<file path="config.mk">
export PLATFORM = sky130hd
export DESIGN_NAME = mscb_top
export DESIGN_NICKNAME = d
export VERILOG_FILES = /design/src/rtl/mscb_top.v
export VERILOG_INCLUDE_DIRS = /design/src /design/src/rtl
export SDC_FILE = /design/constraint.sdc
export NUM_CORES = 1
export LEC_CHECK = 0
export BUFFER_PORTS_ARGS = -buffer_cell sky130_fd_sc_hd__clkbuf_2
export CORE_MARGIN = 8
export CORE_UTILIZATION = 50
export DETAILED_ROUTE_END_ITERATION = 10
export PLACE_DENSITY = 0.82
export SLEW_MARGIN = 25
export SYNTH_ARGS = -nofsm -noshare
export SYNTH_HDL_FRONTEND = slang
export SYNTH_SLANG_ARGS = --single-unit
</file>
<file path="constraint.sdc">
create_clock -name SYS_CLK -period 10.2 [get_ports SYS_CLK]
set_clock_uncertainty 0.2 [all_clocks]
set_input_delay 0.51 -clock SYS_CLK [delete_from_list [all_inputs] [get_ports SYS_CLK]]
set_output_delay 0.51 -clock SYS_CLK [all_outputs]
set_load 0.01 [all_outputs]
</file>
<file path="src/rtl/mscb_defines.vh">
`ifndef MSCB_DEFINES_VH
`define MSCB_DEFINES_VH
// ----------------------------------------------------------
// Register offsets
// ----------------------------------------------------------
`define MSCB_OFS_SAMPLE_DIV   8'h19
`define MSCB_OFS_ROT_FILTER   8'h1A
`define MSCB_OFS_ROT_SETUP    8'h1B
`define MSCB_OFS_ACC_SETUP    8'h1C
`define MSCB_OFS_ACC_EXT      8'h1D
`define MSCB_OFS_ROT_LP       8'h1E
`define MSCB_OFS_WAKE_X       8'h20
`define MSCB_OFS_WAKE_Y       8'h21
`define MSCB_OFS_IRQ_STATUS   8'h30
`define MSCB_OFS_IRQ_MASK     8'h31
// ----------------------------------------------------------
// Field positions
// ----------------------------------------------------------
`define MSCB_ST_X             7
`define MSCB_ST_Y             6
`define MSCB_ST_Z             5
`define MSCB_ROT_FS_HI        4
`define MSCB_ROT_FS_LO        2
`define MSCB_ROT_BYP_HI       1
`define MSCB_ROT_BYP_LO       0
`define MSCB_ACC_FS_HI        4
`define MSCB_ACC_FS_LO        3
`define MSCB_STAB_FS_HI       1
`define MSCB_STAB_FS_LO       0
`define MSCB_BUF_HI           7
`define MSCB_BUF_LO           6
`define MSCB_DEC_HI           5
`define MSCB_DEC_LO           4
`define MSCB_ACC_BYP          3
`define MSCB_LPF_HI           2
`define MSCB_LPF_LO           0
`define MSCB_LP_EN            7
`define MSCB_AVG_HI           6
`define MSCB_AVG_LO           4
`define MSCB_IRQ_SAMPLE       0
`define MSCB_IRQ_WAKE_X       1
`define MSCB_IRQ_WAKE_Y       2
// ----------------------------------------------------------
// Writable masks and reset values
// ----------------------------------------------------------
`define MSCB_MASK_ACC_SETUP   8'hFB
`define MSCB_MASK_ROT_LP      8'hF0
`define MSCB_MASK_ROT_FILTER  8'h07
`define MSCB_MASK_IRQ         8'h07
`define MSCB_RST_REG          8'h00
// ----------------------------------------------------------
// Timing
// ----------------------------------------------------------
`define MSCB_CLK_KHZ          250000
`define MSCB_ODR_1K_KHZ       1
`define MSCB_ODR_4K_KHZ       4
`define MSCB_ODR_8K_KHZ       8
`define MSCB_ODR_32K_KHZ      32
`endif

</file>
<file path="src/rtl/mscb_top.v">
// Notes on behaviour
// - Rotation self-test enables from setup bits 7:5
// - Accel self-test enables from setup bits 7:5
// - Rotation range code picks full scale
// - Rotation bypass field selects 8800/3600 Hz
// - Main accel range code: 2,4,8,16 g
// - Stabilization accel range: 2,4,8,1 g
// - Buffer capacity field: 128 to 1024 bytes
// - Accel bypass gives 4 kHz, 1046 Hz
// - Accel lowpass table; value 7 fixed 1k
// - Divided rate is 1 kHz over 1+divider
// - Low-power accel averaging 1x or 4x-32x
// - Duty-cycle bit enables low-power rotation
// - Rotation averaging 1x to 128x, reset 000
// - Low-power rotation ignores lowpass setting
// - Separate 8-bit X and Y wake thresholds
`timescale 1ns/1ps
`include "mscb_defines.vh"

module mscb_top #(
  parameter CYC_1K  = `MSCB_CLK_KHZ / `MSCB_ODR_1K_KHZ,
  parameter CYC_4K  = `MSCB_CLK_KHZ / `MSCB_ODR_4K_KHZ,
  parameter CYC_8K  = `MSCB_CLK_KHZ / `MSCB_ODR_8K_KHZ,
  parameter CYC_32K = `MSCB_CLK_KHZ / `MSCB_ODR_32K_KHZ
) (
  input  wire        SYS_CLK,
  input  wire        NRST,
  input  wire [7:0]  ADDR,
  input  wire [7:0]  WDATA,
  input  wire        WR,
  input  wire        RD,
  output reg  [7:0]  RDATA,
  output wire        IRQ,
  input  wire        ACC_MAG_VALID,
  input  wire [7:0]  ACC_X_MAG,
  input  wire [7:0]  ACC_Y_MAG,
  output wire [2:0]  ROT_SELFTEST_EN,
  output wire [2:0]  ACC_SELFTEST_EN,
  output reg  [13:0] ROT_FS_EIGHTH_DPS,
  output reg         ROT_FS_VALID,
  output reg  [4:0]  ACC_FS_G,
  output reg  [4:0]  STAB_FS_G,
  output reg  [10:0] BUF_BYTES,
  output reg  [13:0] ROT_BW_HZ,
  output reg  [16:0] ACC_BW_CHZ,
  output reg  [2:0]  ACC_AVG_LOG2,
  output reg         ACC_AVG_VALID,
  output wire        ROT_LP_EN,
  output wire [2:0]  ROT_AVG_LOG2,
  output wire        ROT_SAMPLE,
  output wire        ACC_SAMPLE
);

  // --------------------------------------------------------
  // Reset release
  // --------------------------------------------------------
  reg        rst_s1_r;
  reg        rst_n_r;

  always @(posedge SYS_CLK or negedge NRST)
  begin
    if (!NRST)
    begin
      rst_s1_r <= 1'b0;
      rst_n_r  <= 1'b0;
    end
    else
    begin
      rst_s1_r <= 1'b1;
      rst_n_r  <= rst_s1_r;
    end
  end

  // --------------------------------------------------------
  // Register file
  // --------------------------------------------------------
  reg  [7:0] sample_div_r;
  reg  [7:0] rot_filter_r;
  reg  [7:0] rot_setup_r;
  reg  [7:0] acc_setup_r;
  reg  [7:0] acc_ext_r;
  reg  [7:0] rot_lp_r;
  reg  [7:0] wake_x_r;
  reg  [7:0] wake_y_r;
  reg  [7:0] irq_status_r;
  reg  [7:0] irq_mask_r;
  reg  [7:0] irq_event;
  reg  [7:0] rdata_nxt;

  function sel;
    input [7:0] a;
    input [7:0] ofs;
    sel = (a == ofs);
  endfunction

  always @(posedge SYS_CLK or negedge rst_n_r)
  begin
    if (!rst_n_r)
    begin
      sample_div_r <= `MSCB_RST_REG;
      rot_filter_r <= `MSCB_RST_REG;
      rot_setup_r  <= `MSCB_RST_REG;
      acc_setup_r  <= `MSCB_RST_REG;
      acc_ext_r    <= `MSCB_RST_REG;
      rot_lp_r     <= `MSCB_RST_REG;
      wake_x_r     <= `MSCB_RST_REG;
      wake_y_r     <= `MSCB_RST_REG;
      irq_mask_r   <= `MSCB_RST_REG;
    end
    else if (WR)
    begin
      if (sel(ADDR, `MSCB_OFS_SAMPLE_DIV))
        sample_div_r <= WDATA;
      if (sel(ADDR, `MSCB_OFS_ROT_FILTER))
        rot_filter_r <= WDATA & `MSCB_MASK_ROT_FILTER;
      if (sel(ADDR, `MSCB_OFS_ROT_SETUP))
        rot_setup_r <= WDATA;
      if (sel(ADDR, `MSCB_OFS_ACC_SETUP))
        acc_setup_r <= WDATA & `MSCB_MASK_ACC_SETUP;
      if (sel(ADDR, `MSCB_OFS_ACC_EXT))
        acc_ext_r <= WDATA;
      if (sel(ADDR, `MSCB_OFS_ROT_LP))
        rot_lp_r <= WDATA & `MSCB_MASK_ROT_LP;
      if (sel(ADDR, `MSCB_OFS_WAKE_X))
        wake_x_r <= WDATA;
      if (sel(ADDR, `MSCB_OFS_WAKE_Y))
        wake_y_r <= WDATA;
      if (sel(ADDR, `MSCB_OFS_IRQ_MASK))
        irq_mask_r <= WDATA & `MSCB_MASK_IRQ;
    end
  end

  // Set beats clear so an event in the clearing cycle survives
  always @(posedge SYS_CLK or negedge rst_n_r)
  begin
    if (!rst_n_r)
      irq_status_r <= `MSCB_RST_REG;
    else if (WR && sel(ADDR, `MSCB_OFS_IRQ_STATUS))
      irq_status_r <= (irq_status_r & ~WDATA) | irq_event;
    else
      irq_status_r <= irq_status_r | irq_event;
  end

  assign IRQ = |(irq_status_r & irq_mask_r);

  // Unmapped reads return zero; data stands one cycle only
  always @*
  begin
    rdata_nxt = 8'h00;
    case (ADDR)
      `MSCB_OFS_SAMPLE_DIV: rdata_nxt = sample_div_r;
      `MSCB_OFS_ROT_FILTER: rdata_nxt = rot_filter_r;
      `MSCB_OFS_ROT_SETUP:  rdata_nxt = rot_setup_r;
      `MSCB_OFS_ACC_SETUP:  rdata_nxt = acc_setup_r;
      `MSCB_OFS_ACC_EXT:    rdata_nxt = acc_ext_r;
      `MSCB_OFS_ROT_LP:     rdata_nxt = rot_lp_r;
      `MSCB_OFS_WAKE_X:     rdata_nxt = wake_x_r;
      `MSCB_OFS_WAKE_Y:     rdata_nxt = wake_y_r;
      `MSCB_OFS_IRQ_STATUS: rdata_nxt = irq_status_r;
      `MSCB_OFS_IRQ_MASK:   rdata_nxt = irq_mask_r;
      default:              rdata_nxt = 8'h00;
    endcase
  end

  always @(posedge SYS_CLK or negedge rst_n_r)
  begin
    if (!rst_n_r)
      RDATA <= 8'h00;
    else if (RD)
      RDATA <= rdata_nxt;
    else
      RDATA <= 8'h00;
  end

  // --------------------------------------------------------
  // Field decode
  // --------------------------------------------------------
  wire [2:0] rot_range = rot_setup_r[`MSCB_ROT_FS_HI:`MSCB_ROT_FS_LO];
  wire [1:0] rot_byp   = rot_setup_r[`MSCB_ROT_BYP_HI:`MSCB_ROT_BYP_LO];
  wire [2:0] rot_lpf   = rot_filter_r[`MSCB_LPF_HI:`MSCB_LPF_LO];
  wire [1:0] acc_range = acc_setup_r[`MSCB_ACC_FS_HI:`MSCB_ACC_FS_LO];
  wire [1:0] stab_rng  = acc_setup_r[`MSCB_STAB_FS_HI:`MSCB_STAB_FS_LO];
  wire [1:0] buf_code  = acc_ext_r[`MSCB_BUF_HI:`MSCB_BUF_LO];
  wire [1:0] acc_dec   = acc_ext_r[`MSCB_DEC_HI:`MSCB_DEC_LO];
  wire       acc_byp   = acc_ext_r[`MSCB_ACC_BYP];
  wire [2:0] acc_lpf   = acc_ext_r[`MSCB_LPF_HI:`MSCB_LPF_LO];

  assign ROT_SELFTEST_EN = rot_setup_r[`MSCB_ST_X:`MSCB_ST_Z];
  assign ACC_SELFTEST_EN = acc_setup_r[`MSCB_ST_X:`MSCB_ST_Z];
  assign ROT_LP_EN       = rot_lp_r[`MSCB_LP_EN];
  assign ROT_AVG_LOG2    = rot_lp_r[`MSCB_AVG_HI:`MSCB_AVG_LO];

  always @(posedge SYS_CLK or negedge rst_n_r)
  begin
    if (!rst_n_r)
    begin
      ROT_FS_EIGHTH_DPS <= 14'h0000;
      ROT_FS_VALID      <= 1'b0;
      ACC_FS_G          <= 5'h00;
      STAB_FS_G         <= 5'h00;
      BUF_BYTES         <= 11'h000;
      ROT_BW_HZ         <= 14'h0000;
      ACC_BW_CHZ        <= 17'h00000;
      ACC_AVG_LOG2      <= 3'h0;
      ACC_AVG_VALID     <= 1'b0;
    end
    else
    begin
      ROT_FS_VALID <= (rot_range != 3'h4);
      case (rot_range)
        3'h0:    ROT_FS_EIGHTH_DPS <= 14'h07D0;
        3'h1:    ROT_FS_EIGHTH_DPS <= 14'h0FA0;
        3'h2:    ROT_FS_EIGHTH_DPS <= 14'h1F40;
        3'h3:    ROT_FS_EIGHTH_DPS <= 14'h3E80;
        3'h5:    ROT_FS_EIGHTH_DPS <= 14'h00FA;
        3'h6:    ROT_FS_EIGHTH_DPS <= 14'h01F4;
        3'h7:    ROT_FS_EIGHTH_DPS <= 14'h03E8;
        default: ROT_FS_EIGHTH_DPS <= 14'h0000;
      endcase
      ACC_FS_G  <= 5'h02 << acc_range;
      STAB_FS_G <= (stab_rng == 2'h3) ? 5'h01
                                      : (5'h02 << stab_rng);
      BUF_BYTES <= 11'h080 << buf_code;
      // Zero bandwidth marks averaging-only filtering
      if (ROT_LP_EN)
        ROT_BW_HZ <= 14'h0000;
      else if (rot_byp[0])
        ROT_BW_HZ <= 14'h2260;
      else if (rot_byp[1])
        ROT_BW_HZ <= 14'h0E10;
      else
        case (rot_lpf)
          3'h0:    ROT_BW_HZ <= 14'h00FA;
          3'h1:    ROT_BW_HZ <= 14'h00B8;
          3'h2:    ROT_BW_HZ <= 14'h005C;
          3'h3:    ROT_BW_HZ <= 14'h0029;
          3'h4:    ROT_BW_HZ <= 14'h0014;
          3'h5:    ROT_BW_HZ <= 14'h000A;
          3'h6:    ROT_BW_HZ <= 14'h0005;
          default: ROT_BW_HZ <= 14'h0E10;
        endcase
      if (acc_byp)
        ACC_BW_CHZ <= 17'h19898;
      else
        case (acc_lpf)
          3'h0:    ACC_BW_CHZ <= 17'h05532;
          3'h1:    ACC_BW_CHZ <= 17'h05532;
          3'h2:    ACC_BW_CHZ <= 17'h026AC;
          3'h3:    ACC_BW_CHZ <= 17'h01180;
          3'h4:    ACC_BW_CHZ <= 17'h00848;
          3'h5:    ACC_BW_CHZ <= 17'h003FC;
          3'h6:    ACC_BW_CHZ <= 17'h001F9;
          default: ACC_BW_CHZ <= 17'h0A410;
        endcase
      // Other combinations have no defined averaging
      if (acc_byp && acc_dec == 2'h0)
      begin
        ACC_AVG_LOG2  <= 3'h0;
        ACC_AVG_VALID <= 1'b1;
      end
      else if (!acc_byp && acc_lpf == 3'h7)
      begin
        ACC_AVG_LOG2  <= {1'b0, acc_dec} + 3'h2;
        ACC_AVG_VALID <= 1'b1;
      end
      else
      begin
        ACC_AVG_LOG2  <= 3'h0;
        ACC_AVG_VALID <= 1'b0;
      end
    end
  end

  // --------------------------------------------------------
  // Sample rate generation
  // --------------------------------------------------------
  // Rate codes: 0 = 1 kHz, 1 = 4 kHz, 2 = 8 kHz, 3 = 32 kHz
  function [17:0] period;
    input [1:0] code;
    case (code)
      2'h0:    period = CYC_1K[17:0];
      2'h1:    period = CYC_4K[17:0];
      2'h2:    period = CYC_8K[17:0];
      default: period = CYC_32K[17:0];
    endcase
  endfunction

  reg  [1:0] rate_code [0:1];
  reg        div_en    [0:1];
  wire [1:0] tick;

  always @*
  begin
    // Low-power rotation follows the divider at 1 kHz base
    rate_code[0] = 2'h0;
    div_en[0]    = 1'b1;
    if (!ROT_LP_EN && rot_byp != 2'h0)
    begin
      rate_code[0] = 2'h3;
      div_en[0]    = 1'b0;
    end
    else if (!ROT_LP_EN && (rot_lpf == 3'h0 || rot_lpf == 3'h7))
    begin
      rate_code[0] = 2'h2;
      div_en[0]    = 1'b0;
    end
    rate_code[1] = acc_byp ? 2'h1 : 2'h0;
    div_en[1]    = !acc_byp && (acc_lpf != 3'h7);
  end

  genvar g;
  generate
    for (g = 0; g < 2; g = g + 1)
    begin : gen_rate
      reg [17:0] cnt_r;
      reg [7:0]  dcnt_r;
      reg        tick_r;
      wire       base = (cnt_r >= period(rate_code[g]) - 18'h00001);

      // On rate change a counter past the new end restarts via the >= compare
      always @(posedge SYS_CLK or negedge rst_n_r)
      begin
        if (!rst_n_r)
        begin
          cnt_r     <= 18'h00000;
          dcnt_r    <= 8'h00;
          tick_r    <= 1'b0;
        end
        else
        begin
          cnt_r     <= base ? 18'h00000 : cnt_r + 18'h00001;
          tick_r    <= 1'b0;
          if (base)
          begin
            if (!div_en[g] || dcnt_r >= sample_div_r)
            begin
              dcnt_r    <= 8'h00;
              tick_r    <= 1'b1;
            end
            else
              dcnt_r <= dcnt_r + 8'h01;
          end
        end
      end
      assign tick[g] = tick_r;
    end
  endgenerate

  assign ROT_SAMPLE = tick[0];
  assign ACC_SAMPLE = tick[1];

  // --------------------------------------------------------
  // Events
  // --------------------------------------------------------
  always @*
  begin
    irq_event = 8'h00;
    irq_event[`MSCB_IRQ_SAMPLE] = tick[1];
    irq_event[`MSCB_IRQ_WAKE_X] = ACC_MAG_VALID &&
                                  (ACC_X_MAG > wake_x_r);
    irq_event[`MSCB_IRQ_WAKE_Y] = ACC_MAG_VALID &&
                                  (ACC_Y_MAG > wake_y_r);
  end

endmodule // mscb_top

</file>
After elaboration in Yosys (flattened, before gate mapping)
Cells that the tools add are included.
W data, S select, Z words.
{ "word_totals": {"register_bits": 200, "output_inout_bits": 92} }
{ "classes": {"add_sub_neg": 7, "n_lt_le_gt_ge": 6, "eq_ne": 37, "n_shift": 3, "mux": 30, "bitwise_logic": 5, "n_reduce_logical": 33} }
{ "op_table": {"columns": ["cell", "count"], "rows": [
  ["$pmux W18 S3", 2],
  ["$pmux W14 S7", 1],
  ["$pmux W16 S6", 1],
  ["$pmux W12 S7", 1],
  ["$pmux W8 S10", 1],
  ["$eq A8 B5 Y1 const B", 6],
  ["$add A18 B1 Y18 const B", 2],
  ["$ge A18 B18 Y1", 2],
  ["$mux W18", 2],
  ["$sub A18 B1 Y18 const B", 2],
  ["$eq A3 B3 Y1 const B", 11],
  ["$eq A8 B6 Y1 const B", 4],
  ["$mux W8", 4],
  ["$mux W14", 2],
  ["$eq A3 B2 Y1 const B", 6],
  ["$reduce_and A2 Y1", 9],
  ["$mux W17", 1],
  ["$add A8 B1 Y8 const B", 2],
  ["$ge A8 B8 Y1", 2],
  ["$gt A8 B8 Y1", 2],
  ["$or A8 B3 Y8", 2],
  ["$mux W12", 1],
  ["$shl A8 B2 Y11 const A", 1],
  ["$shl A2 B2 Y5 const A", 2],
  ["other kinds (22)", 52]
]} }

Logic depth before layout (Yosys ltp)
Gate-level depths: netlist (run 1).
{ "depth": {"depth_word": 10, "ltp_mapped": 13} }

Worst setup path before layout (run 1)
Ideal clock, no wire load.
{ "synth_timing": {"path_type": "register to register", "startpoint": "register rot_filter_r[0]", "endpoint": "register gen_rate[0].dcnt_r[2]", "setup_ns": 0.121, "arrival_ns": 2.763, "t_required_ns": 9.879, "path_slack_ns": 7.116, "path_stages_with_launch": 14, "n_path_buf": 2, "period_less_slack_ns": 3.084, "cell_sequence": "dfrtp_1 -> clkbuf_1 -> nand3_1 -> a21boi_0 -> a21oi_1 -> inv_1 -> ha_1 -> nand4_1 -> nor4_1 -> o21ai_0 -> nand3_1 -> clkbuf_1 -> o21ai_0 -> o2bb2ai_1"} }
{ "synth_via": {"elab_chain_len": 9, "elab_cells_between_ends": 17, "cone_classes": "add/sub (1); order compare (1); eq/ne (3); mux (6); reduce/logical (6)"} }
{ "synth_lines": {"columns": ["element", "line_no", "text"], "rows": [
  ["start: declaration", "mscb_top.v:78", "reg [7:0] rot_filter_r;"],
  ["start signal: assignment", "mscb_top.v:101", "rot_filter_r <= `MSCB_RST_REG;"],
  ["start signal: assignment", "mscb_top.v:115", "rot_filter_r <= WDATA & `MSCB_MASK_ROT_FILTER;"],
  ["$eq A3 B3 Y1 / $logic_not A3 Y1 (equally long branches)", "mscb_top.v:302", "else if (!ROT_LP_EN && (rot_lpf == 3'h0 || rot_lpf == 3'h7))"],
  ["$logic_or A1 B1 Y1 *", "mscb_top.v:302", null],
  ["$logic_and A1 B1 Y1 *", "mscb_top.v:302", null],
  ["$mux W2", "mscb_top.v:302", null],
  ["$mux W2", "mscb_top.v:297", "if (!ROT_LP_EN && rot_byp != 2'h0)"],
  ["$eq A2 B2 Y1 (tied with other cells)", "mscb_top.v:280", "case (code)"],
  ["$pmux W18 S3", "mscb_top.v:280", null],
  ["$sub A18 B1 Y18", "mscb_top.v:318", "wire base = (cnt_r >= period(rate_code[g]) - 18'h00001);"],
  ["$ge A18 B18 Y1", "mscb_top.v:318", null],
  ["end signal: assignment", "mscb_top.v:341", "dcnt_r <= dcnt_r + 8'h01;"],
  ["end: declaration", "mscb_top.v:316", "reg [7:0] dcnt_r;"]
]} }
Every way passes the cells marked *; elsewhere a longest branch is shown, timed or not.
A chain may end at the register's enable or synchronous reset.

Worst setup path after layout (run 1)
{ "layout_timing": {"startpoint": "register rot_filter_r[2]", "endpoint": "register gen_rate[0].dcnt_r[2]"} }
Same word-level chain as after synthesis.

==> results of run 1 <==
synthesized netlist by cell type, types with 13 or more instances:
cell,count
a21oi_1,31
mux2_2,50
clkbuf_1,21
xnor2_1,14
nand2_1,66
nor3_1,17
inv_1,41
xor2_1,17
nor2b_1,16
o21ai_0,39
dfrtp_1,185
buf_4,22
nand4_1,13
nor2_1,70
nand3_1,52
ha_1,61
placed cells by master, fill, tap and decap left out, types with 4 or more instances in the layout:
cell,Yosys,layout
a21boi_0,7,7
a21o_1,9,9
a21oi_1,31,31
a222oi_1,6,6
a22oi_1,9,9
a31oi_1,4,4
and2_1,9,9
and3_1,12,12
clkbuf_16,0,17
clkbuf_2,0,116
clkinvlp_4,0,5
conb_1,2,17
dfrtp_1,185,184
ha_1,61,61
inv_1,41,41
mux2_2,50,50
mux2_4,8,8
mux2i_1,5,5
nand2_1,66,66
nand2b_1,9,9
nand3_1,52,51
nand3b_1,4,4
nand4_1,13,13
nor2_1,70,70
nor2b_1,16,16
nor3_1,17,17
o21a_1,4,4
o21ai_0,39,39
o2bb2ai_1,4,4
or2_2,4,4
or3_1,6,6
xnor2_1,14,14
xor2_1,17,17
power groups by stage:
stage / Sequential, mW / Combinational [mW] / Clock [mW]
after CTS: 0.809 / 0.189 / 0.690
after global routing: 0.814 / 0.212 / 0.717
after floorplan: 0.823 / 0.121 / 0
after detailed placement: 0.822 / 0.186 / 0
after global placement: 0.820 / 0.179 / 0
final: 0.809 / 0.187 / 0.679
state kept, by name, summed over array words and instances, names as in the netlist, 7 cells and up:
| signal | flops |
|---|---|
| acc_ext_r | 8 |
| RDATA | 8 |
| ROT_BW_HZ | 11 |
| irq_status_r | 8 |
| ROT_FS_EIGHTH_DPS | 13 |
| wake_x_r | 8 |
| ACC_BW_CHZ | 15 |
| rot_setup_r | 8 |
| gen_rate.cnt_r | 36 |
| gen_rate.dcnt_r | 16 |
| sample_div_r | 8 |
| acc_setup_r | 7 |
| wake_y_r | 8 |
metal layers:
metal	share of wire	vias to the layer above	wire length (um)
li1	-	3218	-
met4	0.026	0	555
met2	0.47	271	9930
met1	0.43	3355	9090
met5	0	-	0
met3	0.067	48	1410
stage by stage:
step	util	cells	setup WS (ps)	instance area, um2
finish	0.585	1211	6260	10500
global route	0.585	1211	5940	10500
CTS	0.584	1211	6000	10500
detailed placement	0.550	1179	6050	9910
global placement	0.550	1179	6200	9910
floorplan	-	878	4460	9290
final cells by class:
class / count / share of cell area
repair buffers: 120 / 0.0582
flip-flops and latches: 185 / 0.440
clock buffers: 19 / 0.0420
well taps: 229 / 0.0272
multi-input cells: 604 / 0.402
clock inverters: 12 / 0.0157
inverters: 42 / 0.0150
kinds of logic (layout without fill, tap and decap cells):
group	Yosys count	after routing	share of synthesized area
AND/OR/NAND/NOR	298	298	0.161
buffers and inverters	89	193	0.0461
adder cells (fa/ha/maj)	61	61	0.0827
other	2	17	0.000813
AO/OA/AOI/OAI	131	131	0.0919
flip-flops	185	185	0.501
XOR/XNOR	31	31	0.0294
multiplexers	66	66	0.0867
worst max path at each step:
stage / from / endpoint / depth (start not counted)
after detailed placement: rot_filter_r[1]$_DFFE_PN0P_ / gen_rate[0].dcnt_r[2]$_DFFE_PN0P_ / 11
after floorplan: rst_n_r$_DFF_PN0_ / ACC_AVG_LOG2[0]$_DFF_PN0_ / 0
final: rot_filter_r[2]$_DFFE_PN0P_ / gen_rate[0].dcnt_r[2]$_DFFE_PN0P_ / 11
after global routing: rot_filter_r[1]$_DFFE_PN0P_ / gen_rate[0].dcnt_r[2]$_DFFE_PN0P_ / 11
after global placement: rot_filter_r[2]$_DFFE_PN0P_ / gen_rate[0].dcnt_r[3]$_DFFE_PN0P_ / 11
after CTS: rot_filter_r[2]$_DFFE_PN0P_ / gen_rate[0].dcnt_r[2]$_DFFE_PN0P_ / 11
worst reg2reg max path, delay by kind of cell, from the launching register on:
kind | cells | cell delay, ps
flops | 1 | 540
buf+inv | 1 | 150
compound gates | 6 | 1530
simple gates | 3 | 1050
fa+ha+maj | 1 | 330
repair_timing:
| action | 4_1_cts | 5_1_grt |
|---|---|---|
| endpoints found under the hold margin | 2 | 0 |
| hold buffers | 1 | 0 |
| buffers inserted | 0 | 0 |
==> flow_metrics.py, run 1 <==
metrics = {
    "die": {
        "chipHeight_um": 152,
        "fp-row-count": 49,
        "io_pins": 129,
        "die-area_um2": 23100,
        "floorplan.initialDensity": 0.512,
        "die-width_um": 152,
        "core_area_um2": 18000,
    },
    "worst_setup_path": {
        "r2r_start": "rot_filter_r[2]$_DFFE_PN0P_",
        "path_buf_inv": 1,
        "reg2reg_slack_ps": 6260,
        "crit_type": "reg -> reg",
        "cpMaxStageDelayCell": "a21oi_1",
        "cp-start-kind": "flip-flop",
        "crit_path_end_kind": "flip-flop",
        "worst-endpoint-arrival_ps": 4040,
        "worstPathRequired_ps": 10300,
        "cp_slowest_stage_delay_ps": 600,
        "worstPathCellList": "nand3_1 -> a21boi_0 -> a21oi_1 -> inv_1 -> ha_1 -> a21oi_1 -> o21ai_0 -> a221oi_1 -> nand3_2 -> nand2_1 -> o2bb2ai_1",
        "path_delay_family": "compound AO/OA/AOI/OAI gates",
        "reg2regPathDepth": 11,
        "r2r-end": "gen_rate[0].dcnt_r[2]$_DFFE_PN0P_",
        "worstPathMaxFanout": 31,
        "crit_top_cell": "a21oi_1",
    },
    "grt": {
        "grt_pass1_wl_mm": 35.0,
        "grt_max_degree": 64,
        "grt_pass1_vias": 6914,
        "gr-usage-met2": 0.293,
        "grtUsageMet1": 0.233,
        "grt_busiest_layer": "met2",
        "met3_usage": 0.0474,
        "grt_use_total": 0.183,
        "grt-ovfl-total": 0,
        "grt_antenna_before_repair": 0,
    },
    "cts": {
        "htreeDepth": 4,
        "cts_resized": 0,
        "numCtsBuffers": 17,
        "cts_tree": "done",
        "clockBufferDepth": 2,
        "cts_root_buf": "clkbuf_16",
        "cts.sinks": 185,
        "clk_latency_ps": 430,
        "cts.clk_slew.worst_paths_ps": 70,
    },
    "place": {
        "gp_congestion": 0.903,
        "dp_hpwl_mm": 15.5,
        "portBuffers": 116,
    },
    "routing": {
        "drt_first_pass_iters": 5,
        "dr_total_vias": 6892,
        "drc": 0,
        "ant_nets": 0,
        "wl_mm": 21.0,
        "avgViaCountPerCell": 5.69,
        "drtIter0Drc": 505,
        "wl_per_cell_um": 17.3,
    },
    "sta": {
        "tns_ps": 0,
        "relSlewSlack": 0.397,
        "hold_viol": 0,
        "worst_hold_slack_ps": 165,
        "finalSetupViolations": 0,
        "fmax_mhz": 254,
        "max_slew.worst_pin.slew_ps": 900,
        "maxSlewViolCount": 0,
        "fin_crit_ps": 3940,
        "rsz0062_at_grt": "no",
        "period_share": 0.386,
    },
    "synthesis": {
        "seq_area_frac_synth": 0.501,
        "ys_seq_elements": 185,
        "yosys-top-cells-area": "dfrtp_1, ha_1, mux2_2",
        "async_reset_ff_frac": 1.00,
        "mappedNetlistArea_um2": 9230,
        "synth_edf_count": 0,
        "yosys_warnings": 0,
        "synth_cell_types": 62,
        "syn_avg_cell_area_um2": 10.7,
        "synthFlopType": "dfrtp_1",
        "synth_top_cell_by_area": "dfrtp_1",
        "synth.top_cell.area_share": 0.501,
        "synthCells": 863,
    },
    "power_and_ir_drop": {
        "power.share.clock": 0.405,
        "power_leakage_nw": 5.11,
        "seq_power_share": 0.483,
        "finalPower_mw": 1.68,
        "intPower_mw": 1.24,
        "power_frac_comb": 0.112,
        "swShare": 0.258,
        "vdd_drop_max_mv": 0.123,
        "switchingPower_mw": 0.433,
        "power_density_nw_per_um2": 159,
    },
    "outcome": {
        "status": "complete, no violations",
    },
    "worst_hold_path": {
        "hold_class": "reg -> reg",
        "worstHoldEndpoint": "rst_n_r$_DFF_PN0_",
        "hold_depth": 0,
        "holdCritStartpoint": "rst_s1_r$_DFF_PN0_",
    },
    "finish": {
        "syn2layout_area_growth_pct": 14.1,
        "layout.nets": 1068,
        "regArea_um2": 4630,
        "multi_input_area_um2": 4240,
        "drive_gt1_frac": 0.227,
        "insertedDiodeCount": 0,
        "fill_cells": 1490,
    },
    "flow_run": {
        "cap_violations": 0,
    },
}
(Power assumes the default switching activity.)
==> inputs of run 2 (changes only) <==
- PLACE_DENSITY: 0.82 -> 0.85
- clock period: 10.2 -> 3.44 ns (I/O delays scaled with it)
==> run 2 against run 1 <==
  * Sequential share of layout area decreased by 0.56 points
  * Highest routed layer unchanged
  * Largest power group unchanged
  * Global-route usage up 0.99 points
  * Largest cell class unchanged
  * Setup slack lost 5900 ps
  * Routed wire length rose by 4.7%
  * First-iteration DRC count up 12%
  * Critical path type unchanged
  * Sequential cell count stayed put
  * Critical endpoint unchanged
==> flow_metrics.py, run 2 (synthesis gave the netlist of run 1 again) <==
metrics = {
    "sta": {
        "finalSetupViolations": 0,
        "max_slew.worst_pin.slew_ps": 745,
        "rsz0062_at_grt": "no",
        "period_share": 0.899,
        "fin_crit_ps": 3090,
        "hold_viol": 0,
        "maxSlewViolCount": 0,
        "tns_ps": 0,
        "fmax_mhz": 323,
        "worst_hold_slack_ps": 45.9,
        "relSlewSlack": 0.502,
    },
    "routing": {
        "wl_per_cell_um": 17.9,
        "drtIter0Drc": 567,
        "drt_first_pass_iters": 5,
        "ant_nets": 0,
        "drc": 0,
        "avgViaCountPerCell": 5.76,
        "wl_mm": 22.0,
        "dr_total_vias": 7068,
    },
    "outcome": {
        "status": "complete, no violations",
    },
    "worst_setup_path": {
        "cpMaxStageDelayCell": "dfrtp_1",
        "worstPathRequired_ps": 3580,
        "path_buf_inv": 2,
        "crit_type": "reg -> reg",
        "cp-start-kind": "flip-flop",
        "path_delay_family": "compound AO/OA/AOI/OAI gates",
        "worstPathMaxFanout": 12,
        "crit_path_end_kind": "flip-flop",
        "worstPathCellList": "nand3_1 -> a21boi_0 -> a21oi_1 -> inv_1 -> ha_1 -> a21oi_1 -> o21ai_0 -> a221oi_1 -> nand3_1 -> buf_4 -> o21ai_0 -> o2bb2ai_1",
        "cp_slowest_stage_delay_ps": 540,
        "worst-endpoint-arrival_ps": 3240,
    },
    "power_and_ir_drop": {
        "power_frac_comb": 0.119,
        "finalPower_mw": 4.87,
        "power.share.clock": 0.389,
        "vdd_drop_max_mv": 0.591,
        "intPower_mw": 3.52,
        "switchingPower_mw": 1.36,
        "power_leakage_nw": 5.19,
        "swShare": 0.279,
        "seq_power_share": 0.492,
        "power_density_nw_per_um2": 457,
    },
    "finish": {
        "mostFrequentLayoutCell": "dfrtp_1",
        "syn2layout_area_growth_pct": 15.6,
        "layout.nets": 1084,
        "layout_common_cells": "dfrtp_1, clkbuf_2, nor2_1, nand2_1, ha_1",
        "fill_cells": 1429,
        "largest_reg_flops": 36,
        "regMostFlops": "gen_rate.cnt_r",
        "final_core_util": 0.592,
        "reg_top3": "gen_rate.cnt_r x36, gen_rate.dcnt_r x16, ACC_BW_CHZ x15",
        "drive_gt1_frac": 0.228,
        "insertedDiodeCount": 0,
    },
    "grt": {
        "grt_pass1_vias": 7166,
        "grt_max_degree": 79,
        "grt_antenna_before_repair": 0,
        "grt_pass1_wl_mm": 36.8,
        "grt_use_total": 0.193,
        "grt-ovfl-total": 0,
    },
    "die": {
        "die-area_um2": 23100,
        "fp-row-count": 49,
        "io_pins": 129,
        "core_area_um2": 18000,
        "die-width_um": 152,
        "chipHeight_um": 152,
        "floorplan.initialDensity": 0.512,
    },
    "cts": {
        "htreeDepth": 4,
        "cts_root_buf": "clkbuf_16",
        "cts_tree": "done",
        "cts_resized": 0,
        "cts.clk_slew.worst_paths_ps": 70,
        "cts.sinks": 185,
        "clk_latency_ps": 430,
        "numCtsBuffers": 17,
        "clockBufferDepth": 2,
    },
    "place": {
        "gp_congestion": 0.890,
        "portBuffers": 116,
        "dp_hpwl_mm": 15.7,
    },
    "worst_hold_path": {
        "hold_class": "in -> reg",
    },
    "flow_run": {
        "cap_violations": 0,
    },
}
run 2: changes by cell type in the layout (fill, tap and decap cells not counted), sizes merged:
| cell | previous run | this run |
|---|---|---|
| inv | 44 | 47 |
| clkinv | 2 | 8 |
| bufinv | 3 | 0 |
| dlygate4sd3 | 1 | 12 |
| clkinvlp | 5 | 0 |
| buf | 3 | 8 |
run 2: per-layer routing:
layer	up-vias	global-route usage	wire length [um]
met5	-	0	0
met4	0	0.0693	537
met3	47	0.0550	1690
met2	301	0.311	10500
met1	3460	0.243	9230
li1	3260	-	-
run 2: layout make-up:
class	count	area (um2)	area share
tap	229	287	0.0268
timing repair buffer	136	786	0.0736
clock inverter	13	134	0.0125
multi-input combinational	604	4230	0.397
sequential	185	4630	0.434
inverter	42	158	0.0148
clock buffer	19	443	0.0415
run 2: power groups by stage:
stage                     registers (mW)  clock network (mW)  logic (mW)
after CTS                           2.40                1.92       0.583
after detailed placement            2.44                   0       0.566
after global placement              2.43                   0       0.541
final                               2.40                1.89       0.582
after global routing                2.41                2.03       0.654
after floorplan                     2.44                   0       0.358
run 2: worst reg2reg max path, cell delays in order (launching register included):
cell,delay [ps]
dfrtp_1,540
nand3_1,150
a21boi_0,160
a21oi_1,330
inv_1,130
ha_1,320
a21oi_1,120
o21ai_0,80
a221oi_1,380
nand3_1,150
buf_4,190
o21ai_0,110
o2bb2ai_1,150
run 2: through the flow:
stage               instances  worst slack (ps)  instance area [um2]
CTS                      1228               367                10700
finish                   1228               348                10700
detailed placement       1184               423                 9980
floorplan                 878               187                 9290
global route             1228              60.0                10700
global placement         1184               490                 9980
run 2: final timing paths:
check                                             from                                end  slack, ps  depth (start not counted)
max                        rot_filter_r[2]$_DFFE_PN0P_  gen_rate[0].dcnt_r[2]$_DFFE_PN0P_        350                         12
max in group asynchronous            rst_n_r$_DFF_PN0_            rot_lp_r[5]$_DFFE_PN0P_       1980                          1
max reg2reg                rot_filter_r[2]$_DFFE_PN0P_  gen_rate[0].dcnt_r[2]$_DFFE_PN0P_        350                         12
min                                            ADDR[1]                 RDATA[2]$_DFF_PN0_         50                          4
min reg2reg                         rst_s1_r$_DFF_PN0_                  rst_n_r$_DFF_PN0_        160                          0
min in group asynchronous            rst_n_r$_DFF_PN0_             ROT_BW_HZ[6]$_DFF_PN0_        210                          0
run 2: what timing repair did:
action | 4_1_cts | 5_1_grt
hold endpoints to repair | 67 | 0
hold buffers | 12 | 0
setup buffers | 0 | 0
